## config.mk

```make
export PLATFORM = sky130hd
export DESIGN_NAME = irq_mask_set_clear
export DESIGN_NICKNAME = d
export VERILOG_FILES = /design/src/irq_mask_pkg.sv /design/src/irq_mask_set_clear.sv
export VERILOG_INCLUDE_DIRS = /design/src
export SDC_FILE = /design/constraint.sdc
export NUM_CORES = 1
export LEC_CHECK = 0
export BUFFER_PORTS_ARGS = -buffer_cell sky130_fd_sc_hd__buf_2
export CELL_PAD_IN_SITES_DETAIL_PLACEMENT = 1
export CELL_PAD_IN_SITES_GLOBAL_PLACEMENT = 2
export CORE_MARGIN = 2
export CORE_UTILIZATION = 37
export DETAILED_ROUTE_END_ITERATION = 8
export GPL_TIMING_DRIVEN = 0
export HOLD_SLACK_MARGIN = 0.1
export PLACE_DENSITY_LB_ADDON = 0.1
export SKIP_CTS_REPAIR_TIMING = 1
export SLEW_MARGIN = 15
export SYNTH_ARGS = -nofsm -noshare
export SYNTH_HDL_FRONTEND = slang
export SYNTH_SLANG_ARGS = --single-unit
```

## constraint.sdc

```tcl
create_clock -name sys_clk_in -period 8.7 [get_ports sys_clk_in]
set_clock_uncertainty 0.1 [all_clocks]
set_input_delay 1.74 -clock sys_clk_in [delete_from_list [all_inputs] [get_ports sys_clk_in]]
set_output_delay 1.74 -clock sys_clk_in [all_outputs]
set_load 0.05 [all_outputs]
```

## src/irq_mask_defs.svh

```systemverilog
// Register offsets, field positions and reset values of the interrupt mask
`ifndef IRQ_MASK_DEFS_SVH
`define IRQ_MASK_DEFS_SVH

// ----------------------------------------------------------------------
// Register byte addresses
// ----------------------------------------------------------------------
`define IRQ_OFS_MASK      32'hFFB0_0030
`define IRQ_OFS_SET       32'hFFB0_0034
`define IRQ_OFS_CLEAR     32'hFFB0_0038
`define IRQ_OFS_EVT_STAT  32'hFFB0_003C
`define IRQ_OFS_EVT_MASK  32'hFFB0_0040

// ----------------------------------------------------------------------
// Field positions of the source layout
// ----------------------------------------------------------------------
`define IRQ_DMA_MSB       31
`define IRQ_DMA_LSB       22
`define IRQ_HOST_MSB      21
`define IRQ_ETH_RX_BIT    17
`define IRQ_ETH_TX_BIT    16
`define IRQ_SER_A_RX_BIT  15
`define IRQ_SER_A_TX_BIT  14
`define IRQ_SER_B_RX_BIT  13
`define IRQ_SER_B_TX_BIT  12
`define IRQ_WDOG_BIT      6
`define IRQ_TMR1_BIT      5
`define IRQ_TMR2_BIT      4
`define IRQ_EDGE_MSB      3
`define IRQ_LIVE_BITS     32'hFFFF_F07F

// ----------------------------------------------------------------------
// Event status bits and reset values
// ----------------------------------------------------------------------
`define EVT_IRQ_RISE_BIT  0
`define EVT_BUS_ERR_BIT   1
`define EVT_W             2
`define IRQ_MASK_RESET    32'h0000_0000

`endif

```

## src/irq_mask_pkg.sv

```systemverilog
// Types shared by the interrupt mask logic
package irq_mask_pkg;

  typedef logic [31:0] word_t;

  typedef enum logic [1:0] {
    RESP_OKAY   = 2'b00,
    RESP_SLVERR = 2'b10
  } axi_resp_e;

endpackage

```

## src/irq_mask_set_clear.sv

```systemverilog
// Interrupt mask with set and clear ports behind an AXI4-Lite slave
//
// Contract
// A write of ones to the set port sets those mask bits, zeros keep.
// A write of ones to the clear port clears those mask bits, zeros keep.
// DMA channels one to ten sit on bits 31 down to 22, channel one high.
// Host-interface ports one to four sit on bits 21 down to 18.
// Ethernet receive is bit 17 and Ethernet transmit is bit 16.
// Serial A receive/transmit are bits 15/14, serial B bits 13/12.
// The watchdog condition sits on bit 6.
// Timer one sits on bit 5 and timer two on bit 4.
// Edge detectors of pins three to zero sit on bits 3 down to 0.
// Enabled status is raw status AND the mask.
// The OR of all enabled status bits drives the normal interrupt line.
// A read at the set port address returns the enabled status.
// A read at the clear port address returns the raw status.
// Bits 11 down to 7 ignore writes and read as zero.
`timescale 1ns/10ps
`include "irq_mask_defs.svh"

module irq_mask_set_clear (
  // Clock, reset, enable
  input wire logic sys_clk_in,
  input wire logic rst_in,
  input wire logic ce_in,
  // AXI4-Lite write
  input wire logic [31:0] s_axi_awaddr_in,
  input wire logic s_axi_awvalid_in,
  output logic s_axi_awready_out,
  input wire logic [31:0] s_axi_wdata_in,
  input wire logic [3:0] s_axi_wstrb_in,
  input wire logic s_axi_wvalid_in,
  output logic s_axi_wready_out,
  output logic [1:0] s_axi_bresp_out,
  output logic s_axi_bvalid_out,
  input wire logic s_axi_bready_in,
  // AXI4-Lite read
  input wire logic [31:0] s_axi_araddr_in,
  input wire logic s_axi_arvalid_in,
  output logic s_axi_arready_out,
  output logic [31:0] s_axi_rdata_out,
  output logic [1:0] s_axi_rresp_out,
  output logic s_axi_rvalid_out,
  input wire logic s_axi_rready_in,
  // Interrupt sources
  input wire logic [9:0] dma_irq_in,
  input wire logic host_if_port_one_irq_in,
  input wire logic host_if_port_two_irq_in,
  input wire logic host_if_port_three_irq_in,
  input wire logic host_if_port_four_irq_in,
  input wire logic eth_receive_irq_in,
  input wire logic eth_transmit_irq_in,
  input wire logic serial_a_receive_irq_in,
  input wire logic serial_a_transmit_irq_in,
  input wire logic serial_b_receive_irq_in,
  input wire logic serial_b_transmit_irq_in,
  input wire logic watchdog_irq_in,
  input wire logic timer_one_irq_in,
  input wire logic timer_two_irq_in,
  input wire logic edge_pin0_irq_in,
  input wire logic edge_pin1_irq_in,
  input wire logic edge_pin2_irq_in,
  input wire logic edge_pin3_irq_in,
  // Interrupt outputs
  output logic irq_out,
  output logic evt_irq_out
);

  // --------------------------------------------------------------------
  // State
  // --------------------------------------------------------------------
  irq_mask_pkg::word_t mask_r, mask_nxt, raw_r, raw_nxt;
  irq_mask_pkg::word_t addr_r, addr_nxt, data_r, data_nxt;
  irq_mask_pkg::word_t rdata_r, rdata_nxt, lane_bits, wr_bits, rd_word;
  logic [3:0] strb_r, strb_nxt;
  logic aw_hold_r, aw_hold_nxt, w_hold_r, w_hold_nxt;
  logic awready_r, awready_nxt, wready_r, wready_nxt;
  logic bvalid_r, bvalid_nxt, arready_r, arready_nxt;
  logic rvalid_r, rvalid_nxt, irq_r, irq_nxt, evt_irq_r, evt_irq_nxt;
  logic wr_fire, rd_fire, wr_hit, rd_hit;
  irq_mask_pkg::axi_resp_e bresp_r, bresp_nxt, rresp_r, rresp_nxt;
  logic [`EVT_W-1:0] evt_stat_r, evt_stat_nxt, evt_mask_r, evt_mask_nxt;
  logic [`EVT_W-1:0] evt_set, evt_clr;

  // --------------------------------------------------------------------
  // Byte lanes
  // --------------------------------------------------------------------
  for (genvar g = 0; g < 4; g++) begin : g_lane
    assign lane_bits[8*g +: 8] = {8{strb_r[g]}};
  end
  assign wr_bits = data_r & lane_bits & `IRQ_LIVE_BITS;

  assign wr_fire = aw_hold_r && w_hold_r && !bvalid_r;
  assign rd_fire = s_axi_arvalid_in && arready_r;
  assign wr_hit = (addr_r == `IRQ_OFS_MASK) || (addr_r == `IRQ_OFS_SET) ||
                  (addr_r == `IRQ_OFS_CLEAR) ||
                  (addr_r == `IRQ_OFS_EVT_STAT) ||
                  (addr_r == `IRQ_OFS_EVT_MASK);

  // --------------------------------------------------------------------
  // Read decode
  // --------------------------------------------------------------------
  always_comb begin
    rd_hit = 1'b1;
    case (s_axi_araddr_in)
      `IRQ_OFS_MASK: rd_word = mask_r;
      `IRQ_OFS_SET: rd_word = raw_r & mask_r;
      `IRQ_OFS_CLEAR: rd_word = raw_r;
      `IRQ_OFS_EVT_STAT: rd_word = 32'(evt_stat_r);
      `IRQ_OFS_EVT_MASK: rd_word = 32'(evt_mask_r);
      default: begin
        rd_word = 32'h0000_0000;
        rd_hit = 1'b0;
      end
    endcase
  end

  // --------------------------------------------------------------------
  // Bus handshake
  // --------------------------------------------------------------------
  always_comb begin
    aw_hold_nxt = aw_hold_r;
    addr_nxt = addr_r;
    w_hold_nxt = w_hold_r;
    data_nxt = data_r;
    strb_nxt = strb_r;
    bvalid_nxt = bvalid_r;
    bresp_nxt = bresp_r;
    rvalid_nxt = rvalid_r;
    rdata_nxt = rdata_r;
    rresp_nxt = rresp_r;
    if (bvalid_r && s_axi_bready_in) begin
      bvalid_nxt = 1'b0;
    end
    if (s_axi_awvalid_in && awready_r) begin
      aw_hold_nxt = 1'b1;
      addr_nxt = s_axi_awaddr_in;
    end
    if (s_axi_wvalid_in && wready_r) begin
      w_hold_nxt = 1'b1;
      data_nxt = s_axi_wdata_in;
      strb_nxt = s_axi_wstrb_in;
    end
    if (wr_fire) begin
      aw_hold_nxt = 1'b0;
      w_hold_nxt = 1'b0;
      bvalid_nxt = 1'b1;
      bresp_nxt = wr_hit ? irq_mask_pkg::RESP_OKAY : irq_mask_pkg::RESP_SLVERR;
    end
    if (rvalid_r && s_axi_rready_in) begin
      rvalid_nxt = 1'b0;
    end
    if (rd_fire) begin
      rvalid_nxt = 1'b1;
      rdata_nxt = rd_word;
      rresp_nxt = rd_hit ? irq_mask_pkg::RESP_OKAY : irq_mask_pkg::RESP_SLVERR;
    end
    awready_nxt = !aw_hold_nxt && !bvalid_nxt;
    wready_nxt = !w_hold_nxt && !bvalid_nxt;
    arready_nxt = !rvalid_nxt;
  end

  always_ff @(posedge sys_clk_in or posedge rst_in) begin
    if (rst_in) begin
      aw_hold_r <= 1'b0;
      addr_r <= 32'h0000_0000;
      w_hold_r <= 1'b0;
      data_r <= 32'h0000_0000;
      strb_r <= 4'h0;
      awready_r <= 1'b0;
      wready_r <= 1'b0;
      bvalid_r <= 1'b0;
      bresp_r <= irq_mask_pkg::RESP_OKAY;
      arready_r <= 1'b0;
      rvalid_r <= 1'b0;
      rdata_r <= 32'h0000_0000;
      rresp_r <= irq_mask_pkg::RESP_OKAY;
    end else if (ce_in) begin
      aw_hold_r <= aw_hold_nxt;
      addr_r <= addr_nxt;
      w_hold_r <= w_hold_nxt;
      data_r <= data_nxt;
      strb_r <= strb_nxt;
      awready_r <= awready_nxt;
      wready_r <= wready_nxt;
      bvalid_r <= bvalid_nxt;
      bresp_r <= bresp_nxt;
      arready_r <= arready_nxt;
      rvalid_r <= rvalid_nxt;
      rdata_r <= rdata_nxt;
      rresp_r <= rresp_nxt;
    end
  end

  // --------------------------------------------------------------------
  // Source map, mask and interrupt line
  // --------------------------------------------------------------------
  always_comb begin
    raw_nxt = 32'h0000_0000;
    for (int i = 0; i < 10; i++) begin
      raw_nxt[`IRQ_DMA_MSB - i] = dma_irq_in[i];
    end
    raw_nxt[`IRQ_HOST_MSB -: 4] = {host_if_port_one_irq_in,
                                   host_if_port_two_irq_in,
                                   host_if_port_three_irq_in,
                                   host_if_port_four_irq_in};
    raw_nxt[`IRQ_ETH_RX_BIT] = eth_receive_irq_in;
    raw_nxt[`IRQ_ETH_TX_BIT] = eth_transmit_irq_in;
    raw_nxt[`IRQ_SER_A_RX_BIT] = serial_a_receive_irq_in;
    raw_nxt[`IRQ_SER_A_TX_BIT] = serial_a_transmit_irq_in;
    raw_nxt[`IRQ_SER_B_RX_BIT] = serial_b_receive_irq_in;
    raw_nxt[`IRQ_SER_B_TX_BIT] = serial_b_transmit_irq_in;
    raw_nxt[`IRQ_WDOG_BIT] = watchdog_irq_in;
    raw_nxt[`IRQ_TMR1_BIT] = timer_one_irq_in;
    raw_nxt[`IRQ_TMR2_BIT] = timer_two_irq_in;
    raw_nxt[`IRQ_EDGE_MSB -: 4] = {edge_pin3_irq_in, edge_pin2_irq_in,
                                   edge_pin1_irq_in,
                                   edge_pin0_irq_in};
    mask_nxt = mask_r;
    if (wr_fire) begin
      case (addr_r)
        `IRQ_OFS_MASK: mask_nxt = (mask_r & ~lane_bits) | wr_bits;
        `IRQ_OFS_SET: mask_nxt = mask_r | wr_bits;
        `IRQ_OFS_CLEAR: mask_nxt = mask_r & ~wr_bits;
        default: mask_nxt = mask_r;
      endcase
    end
    mask_nxt = mask_nxt & `IRQ_LIVE_BITS;
    irq_nxt = |(raw_nxt & mask_nxt);
  end

  // --------------------------------------------------------------------
  // Event status
  // --------------------------------------------------------------------
  always_comb begin
    evt_set = '0;
    evt_set[`EVT_IRQ_RISE_BIT] = irq_nxt && !irq_r;
    evt_set[`EVT_BUS_ERR_BIT] = (wr_fire && !wr_hit) || (rd_fire && !rd_hit);
    evt_clr = '0;
    evt_mask_nxt = evt_mask_r;
    if (wr_fire && addr_r == `IRQ_OFS_EVT_STAT) begin
      evt_clr = wr_bits[`EVT_W-1:0];
    end
    if (wr_fire && addr_r == `IRQ_OFS_EVT_MASK) begin
      evt_mask_nxt = (evt_mask_r & ~lane_bits[`EVT_W-1:0]) |
                     wr_bits[`EVT_W-1:0];
    end
    evt_stat_nxt = (evt_stat_r & ~evt_clr) | evt_set;
    evt_irq_nxt = |(evt_stat_nxt & evt_mask_nxt);
  end

  always_ff @(posedge sys_clk_in or posedge rst_in) begin
    if (rst_in) begin
      raw_r <= 32'h0000_0000;
      mask_r <= `IRQ_MASK_RESET;
      irq_r <= 1'b0;
      evt_stat_r <= '0;
      evt_mask_r <= '0;
      evt_irq_r <= 1'b0;
    end else if (ce_in) begin
      raw_r <= raw_nxt;
      mask_r <= mask_nxt;
      irq_r <= irq_nxt;
      evt_stat_r <= evt_stat_nxt;
      evt_mask_r <= evt_mask_nxt;
      evt_irq_r <= evt_irq_nxt;
    end
  end

  assign s_axi_awready_out = awready_r;
  assign s_axi_wready_out = wready_r;
  assign s_axi_bvalid_out = bvalid_r;
  assign s_axi_bresp_out = bresp_r;
  assign s_axi_arready_out = arready_r;
  assign s_axi_rvalid_out = rvalid_r;
  assign s_axi_rdata_out = rdata_r;
  assign s_axi_rresp_out = rresp_r;
  assign irq_out = irq_r;
  assign evt_irq_out = evt_irq_r;
endmodule // irq_mask_set_clear

```

# Yosys cells after proc, flatten, opt, wreduce, memory -nomap -nowiden

Index checks and enable logic that the tools add are counted.

Input bits: 135
Register bits: 171

Equal/unequal tests: 10
Bitwise logic cells: 16
Reductions and logical operators: 34
Multiplexer cells: 16

Operators with widths:

| kind                                  | number |
|---|---|
| == test 32 bit, second input constant | 10 |
| bitwise AND 32 bit                    | 5 |
| case mux 32 bit (5 select lines)      | 1 |
| case mux 32 bit (3 select lines)      | 1 |
| NOT 32 bit                            | 2 |
| bitwise OR 32 bit                     | 2 |
| two-way mux 32 bit                    | 1 |
| OR reduction 32 bit                   | 1 |
| logical AND 1 bit                     | 14 |
| two-way mux 1 bit                     | 9 |
| logical NOT 1 bit                     | 8 |
| two-way mux 2 bit                     | 4 |
| AND reduction 2 bit                   | 4 |
| bitwise AND 2 bit                     | 3 |
| logical OR 1 bit                      | 5 |
| OR reduction 5 bit                    | 1 |
| NOT 2 bit                             | 2 |
| bitwise OR 2 bit                      | 2 |
| OR reduction 2 bit                    | 1 |

# Depth between registers and ports, before layout

Gate-level depths: netlist of run 1.

Word-level depth: 11
Mapped depth: 11
Gate-level depth less buffers: 8

# Worst setup path after synthesis of run 1

Ideal clock, no wire load.

Path kind: input to register
From: input port dma_irq_in[4]
To: register evt_stat_r[0]
Path buffers: 0
Path slack: 4,983 ps
Library setup time: 151 ps
Stages: 8
Arrival time: 3,466 ps
Cell sequence: nand2_2 -> o21ai_2 -> a311o_1 -> a2111oi_2 -> o21ai_1 -> or4_1 -> a211oi_2 -> o311ai_1

Word-level cells in the longest chain between the ends: 4

RTL lines:

| element              | line                      | source |
|---|---|---|
| start, declared      | irq_mask_set_clear.sv:46  | `input wire logic [9:0] dma_irq_in,` |
| bitwise AND 32 bit   | irq_mask_set_clear.sv:229 | `irq_nxt = \|(raw_nxt & mask_nxt);` |
| OR reduction 32 bit  | irq_mask_set_clear.sv:229 |  |
| logical AND 1 bit    | irq_mask_set_clear.sv:237 | `` evt_set[`EVT_IRQ_RISE_BIT] = irq_nxt && !irq_r; `` |
| bitwise OR 2 bit     | irq_mask_set_clear.sv:248 | `evt_stat_nxt = (evt_stat_r & ~evt_clr) \| evt_set;` |
| end signal, assigned | irq_mask_set_clear.sv:264 | `evt_stat_r <= evt_stat_nxt;` |
| end, declared        | irq_mask_set_clear.sv:82  | `` logic [`EVT_W-1:0] evt_stat_r, evt_stat_nxt, evt_mask_r, evt_mask_nxt; `` |

Every way passes these cells.
A chain may end at the register's enable or synchronous reset.

# Final worst setup path of run 1

From: input port eth_transmit_irq_in
To: register evt_stat_r[0]

Word-level cells in the longest chain between the ends: 4

RTL lines:

| element             | line                      | source |
|---|---|---|
| start, declared     | irq_mask_set_clear.sv:52  | `input wire logic eth_transmit_irq_in,` |
| bitwise AND 32 bit  | irq_mask_set_clear.sv:229 |  |
| OR reduction 32 bit | irq_mask_set_clear.sv:229 |  |
| logical AND 1 bit   | irq_mask_set_clear.sv:237 |  |
| bitwise OR 2 bit    | irq_mask_set_clear.sv:248 |  |

Every way passes these cells.

==> impl_results.md, run 1 <==
* RSZ-0062 raised after global routing: false
* Inserted Clock Buffers at 17
* Largest net degree at the start of global routing at 87
* Clock transition at path regs at approximately 0.070 ns
* Worst Reg-to-Reg Cells at 9
* Core area at approximately 22000 um^2
* Total Negative Setup Slacks at 0 ns
* Slew Limit Headroom at 0.221
* RR Startpoint: addr_r[12]
* Family with the most delay on the worst path: compound AO/OA/AOI/OAI gates
* PD cells at between 200 and 300 nW/um^2
* PnR Total Power at around 2700 uW
* Num rows at between 50 and 60
* Final net count at about 1200
* Initial antenna violation count at 0
* Post-synthesis mux area share at 0.133
* Worst IR Drop VDD at around 0.17 mV
* Critical path peak fanout at 4
* CP Buf/Inv Count at 1
* R2r endpoint: evt_stat_r[0]
* Worst-Margin Slew at approximately 1.2 ns
* Post-Synth Adder-Cell Area at 0
* Initial core utilization at 0.378
* Via density at approximately 5.7
* 1st-iter DRT viols at roughly 530
* First-pass GRT wire length at 46900 um
* Share of cells above drive strength 1 at 0.314
* EDFF count, synth at 0
* Final wirelength at 30600 um
* WP data required at a little under 9 ns
* Register area at between 3000 and 4000 um^2
* Area leader, netlist: dfrtp_1
* DRC viols at 0
* TritonCTS clock tree: built
* Remaining global-route overflow at 0
* Post-layout minimum cycle time at ~4 ns
* Critical-path cell list: buf_2 > nand2_1 > o21ai_0 > a221o_1 > a2111oi_2 > o21ai_1 > or4_1 > a211oi_2 > o311ai_1
* # fillers at around 2600
* Post-synth cell types at between 70 and 80
* Hold Path Cell Cnt at 2
* # diodes at 0
* First-pass DRT Iterations at 5
* Status: finished clean
* Final Core Density at 0.462
* Top Ports at between 150 and 200
* Critical path type: primary input to flip-flop
* Type of the worst min-delay path: flip-flop to flip-flop
* Compound-Gate Fraction of Synth Area at 0.199
* Post-Syn Area at 8270 um^2
* Layout Cells excl Fill at around 1300
* Drt wl/cell at roughly 23 um
* GRT Util Overall at 0.262
* Crit path largest cell delay at roughly 0.55 ns
* CTS H-tree depth at 4
* Fin Hold WS at around 0.37 ns
* Hold Path End: s_axi_rdata_out[31]
* Fmax at around 0.25 GHz
* Synth Instances at between 800 and 900
* Commonest register cell after synthesis: dfrtp_1
* Footprint of the multi-input gates at 3930 um^2
* Hpwl dp at between 20000 and 25000 um
* Final hold viol count at 0
* Top cells by area, synth: dfrtp_1, mux2_2, o21ai_0
* RD Place Congestion at between 0.9 and 1
* CP max stage cell: or4_1
* Xor/xnor cell area share of the yosys netlist at 0
* Total die area at approximately 24000 um^2
* Worst Path Arrival at around 4.2 ns
* Clk_lat worst skew at roughly 0.44 ns
* Number of max-cap violations at 0
* Die H at about 150 um
* Vias in the first global route at between 7000 and 8000
* Clk Tree Root Cell: clkbuf_16
* Static leakage at about 0.0045 uW
* Fin. max-slew vios at 0
* # setup viols final at 0
* Yosys reg bits at 159
* Clock Tree Buf Depth at 2
* Final ANT Viol Nets at 0
* Area Overhead vs Synth at 22.2%
* CP Capture Type: flip-flop
* Ys async rst share at 1.00
* Post-synth top area share at 0.481
* Startpoint class of the critical path: primary input
* R2R Setup Slk at between 5 and 6 ns
* Number of port buffers at ~170
* Main combinational cell family by area after synthesis: compound AO/OA/AOI/OAI gates
* Synth warn at 0
* Final Cycle Share at 0.462
* Placed Cells at around 1300
* Mapped Avg Cell Area at roughly 10 um^2
* Clock sink count at ~160
* HP Start: s_axi_rdata_out[31]
* Register area share after synthesis at 0.481
* Die width at approximately 150 um
* Via count at about 7500
* Simple-gate share of the synthesized area at 0.140
metal layers:
| metal | wire, um | up-vias | GRT usage |
|---|---|---|---|
| met5 | 0 | - | 0 |
| met4 | 748 | 0 | 0.0917 |
| li1 | - | 3455 | - |
| met2 | 13900 | 254 | 0.403 |
| met1 | 14000 | 3729 | 0.374 |
| met3 | 1890 | 41 | 0.0468 |
placed cells by master (no fill, tap or decap), drive strengths merged, types with 6 or more instances in the layout:
cell type | synthesis | final
nand4 | 9 | 9
clkbuf | 29 | 48
mux2 | 95 | 95
conb | 1 | 7
dfrtp | 159 | 159
buf | 25 | 191
a22oi | 32 | 32
nor4 | 10 | 10
a31oi | 8 | 8
nand2 | 115 | 115
a21oi | 46 | 46
nand3 | 22 | 22
inv | 33 | 38
nor2 | 23 | 23
o31ai | 27 | 27
nor3 | 8 | 8
o21ai | 98 | 98
a211oi | 6 | 6
through the flow:
step           setup slack [ns]  cell area (um^2)
4_1_cts                    4.76             10100
6_report                   4.68             10100
5_1_grt                    4.67             10100
2_1_floorplan              2.57              8300
3_5_place_dp               4.29              9510
3_3_place_gp              0.607              9470
final cells by class:
| cell class | instances | area share |
|---|---|---|
| multi-input combinational | 595 | 0.389 |
| timing repair buffer | 166 | 0.0844 |
| tap | 280 | 0.0346 |
| clock buffer | 19 | 0.0448 |
| clock inverter | 13 | 0.0151 |
| sequential | 159 | 0.393 |
| inverter | 34 | 0.0134 |
| buffer | 54 | 0.0254 |
logic make-up (layout without fill, tap and decap cells):
logic type      count (synthesis)  count (layout)
compound gates                261             261
simple gates                  229             229
flops                         159             159
mux                            98              98
buf+inv                        88             286
other cells                     1               7
flip-flops by register name (all words and copies together), names as in the netlist, 2 cells and up:
signal	cells
strb_r	4
evt_stat_r	2
s_axi_rdata_out	27
evt_mask_r	2
raw_r	27
data_r	27
mask_r	27
addr_r	32
worst min-delay path, delay by kind of cell, from the launching register on:
family	cells	cell delay, ns
DFF	1	0.34
and+or+nand+nor	1	0.05
AOI/OAI and AO/OA	1	0.05
worst max path at each step:
stage / depth (start not counted) / start / slack, ns / endpoint
floorplan: 1 / rst_in / 2.57 / addr_r[0]
global placement: 2 / rst_in / 0.61 / s_axi_rdata_out[21]
detailed placement: 9 / eth_transmit_irq_in / 4.29 / evt_stat_r[0]
CTS: 9 / eth_transmit_irq_in / 4.76 / evt_stat_r[0]
global route: 9 / eth_transmit_irq_in / 4.67 / evt_stat_r[0]
finish: 9 / eth_transmit_irq_in / 4.68 / evt_stat_r[0]
Yosys cell counts, types with 5 or more instances:
| library cell | number |
|---|---|
| nor2_1 | 23 |
| a22oi_1 | 32 |
| mux2_2 | 95 |
| o31ai_1 | 27 |
| inv_1 | 32 |
| nand4_1 | 9 |
| buf_4 | 11 |
| nor4_1 | 9 |
| o21ai_1 | 12 |
| a21oi_1 | 46 |
| nand2_1 | 113 |
| a211oi_1 | 5 |
| a31oi_1 | 8 |
| buf_1 | 9 |
| dfrtp_1 | 159 |
| clkbuf_1 | 29 |
| nor3_1 | 5 |
| nand3_1 | 21 |
| o21ai_0 | 85 |
power by group:
group / leakage [uW] / switching, uW / internal (uW)
Sequential: 0.00197 / 190 / 918
Clock: 0.000293 / 332 / 444
Combinational: 0.00222 / 493 / 326
(Power assumes the default switching activity.)
==> run 2, diff against run 1 <==
Settings changed: CORE_UTILIZATION 37 to 31.
Clock period 8.7 ns to 3.5 ns, I/O delays scaled along.
==> impl_results.md, run 2 (synthesis gave the netlist of run 1 again) <==
* Initial antenna violation count at 0
* Largest net degree at the start of global routing at 34
* RD Place Congestion at 0.902
* Vias in the first global route at slightly below 8000
* Clock transition at path regs at 0.08 ns
* Reg with most FFs: addr_r
* Total Negative Setup Slacks at 0 ns
* CP max stage cell: nor3_2
* Final hold viol count at 0
* Final ANT Viol Nets at 0
* Initial core utilization at 0.317
* Type of the worst min-delay path: primary input to asynchronous set/reset pin
* Via count at ~7400
* Critical-path cell list: nor4b_2 > and4_1 > nand2_2 > nor3_2 > nand2_1 > clkbuf_1 > o221ai_1 > o21ai_1 > nand2_1
* CP Buf/Inv Count at 1
* WP data required at 3.78 ns
* Inserted Clock Buffers at 17
* Placed Cells at approximately 1300
* # diodes at 0
* Final setup margin at between 0.2 and 0.3 ns
* Clk Tree Root Cell: clkbuf_16
* Clock sink count at 159
* Drt wl/cell at 22.7 um
* Top Ports at about 180
* # fillers at 3028
* Die H at ~170 um
* DRC viols at 10
* Worst-Margin Slew at around 0.9 ns
* Hpwl dp at ~25000 um
* Remaining global-route overflow at 0
* Core area at 26100 um^2
* Fmax at 0.309 GHz
* Num rows at 59
* Critical path type: flip-flop to flip-flop
* Worst Path Arrival at between 3 and 4 ns
* Post-layout minimum cycle time at around 3.2 ns
* Clock Tree Buf Depth at 2
* Number of port buffers at approximately 170
* Via density at between 5 and 6
* Crit path largest cell delay at 0.70 ns
* Final net count at 1167
* Worst IR Drop VDD at between 0.2 and 0.3 mV
* RSZ-0062 raised after global routing: false
* # setup viols final at 0
* CTS H-tree depth at 4
* Failing checks: DRC
* Commonest non-fill, non-tap cell in the layout: buf_2
* TritonCTS clock tree: built
* Status: finished with violations
* Family with the most delay on the worst path: simple AND/OR/NAND/NOR gates
* Share of cells above drive strength 1 at 0.318
* Static leakage at around 0.0045 uW
* First-pass DRT Iterations at 7
* First-pass GRT wire length at approximately 48000 um
* Final wirelength at roughly 31000 um
* Largest register FFs at 32
* Startpoint class of the critical path: flip-flop
* Layout Cells excl Fill at roughly 1400
* Fin. max-slew vios at 0
* PD cells at roughly 650 nW/um^2
* Number of max-cap violations at 0
* Final Cycle Share at 0.925
* Slew Limit Headroom at 0.389
* DP Worst Slack at 0.191 ns
* Clk_lat worst skew at about 0.44 ns
* CP most frequent cell: nand2_1
* 1st-iter DRT viols at around 440
* Die width at about 170 um
* Area Overhead vs Synth at 24.2%
* Most frequent cells in the layout: buf_2, dfrtp_1, nand2_1
* CP Capture Type: flip-flop
* GRT Util Overall at 0.228
* Critical path peak fanout at 10
* Total die area at ~28000 um^2
-- run 2: cell types whose count changed in the layout (fill, tap and decap cells not counted), sizes merged --
cell / delta
buf: +5
clkbuf: -2
inv: +6
clkinv: -3
bufinv: -1
-- run 2: layout make-up --
type / instances / area (um^2) / share of cell area
clock buffers: 17 / 425 / 0.0414
inverters: 34 / 131 / 0.0128
repair buffers: 171 / 961 / 0.0935
clock inverters: 15 / 164 / 0.0159
multi-input cells: 595 / 3940 / 0.384
well taps: 335 / 419 / 0.0408
plain buffers: 54 / 256 / 0.0250
flip-flops and latches: 159 / 3980 / 0.387
-- run 2: power by group --
part / internal (uW) / switching [uW]
clock: 1020 / 902
sequential: 2280 / 460
combinational: 822 / 1210
-- run 2: per-stage QoR --
stage,utilization,power [uW],cell area (um^2),hold slack (ns)
global placement,0.365,4750,9550,0.361
global route,0.393,7080,10300,0.138
floorplan,-,3990,8300,0.370
finish,0.393,6700,10300,0.130
CTS,0.393,6770,10300,0.124
detailed placement,0.371,4810,9690,0.365
-- run 2: final timing paths --
path                                     from                  to  slack [ns]  cells past startpoint
setup / recovery                   addr_r[17]          mask_r[30]        0.26                      9
setup reg to reg                   addr_r[17]          mask_r[30]        0.26                      9
max in group asynchronous              rst_in          mask_r[15]        2.26                      5
min in group sys_clk_in    s_axi_rdata_out[4]  s_axi_rdata_out[4]        0.37                      2
hold / removal                         rst_in           addr_r[0]        0.13                      2
hold reg to reg            s_axi_rdata_out[4]  s_axi_rdata_out[4]        0.37                      2
-- run 2: per-layer routing --
layer / track usage / part of all wire / up-vias
met5: 0 / 0 / -
met4: 0.0658 / 0.018 / 0
met3: 0.0357 / 0.051 / 29
met2: 0.367 / 0.46 / 217
met1: 0.320 / 0.47 / 3717
li1: - / - / 3473
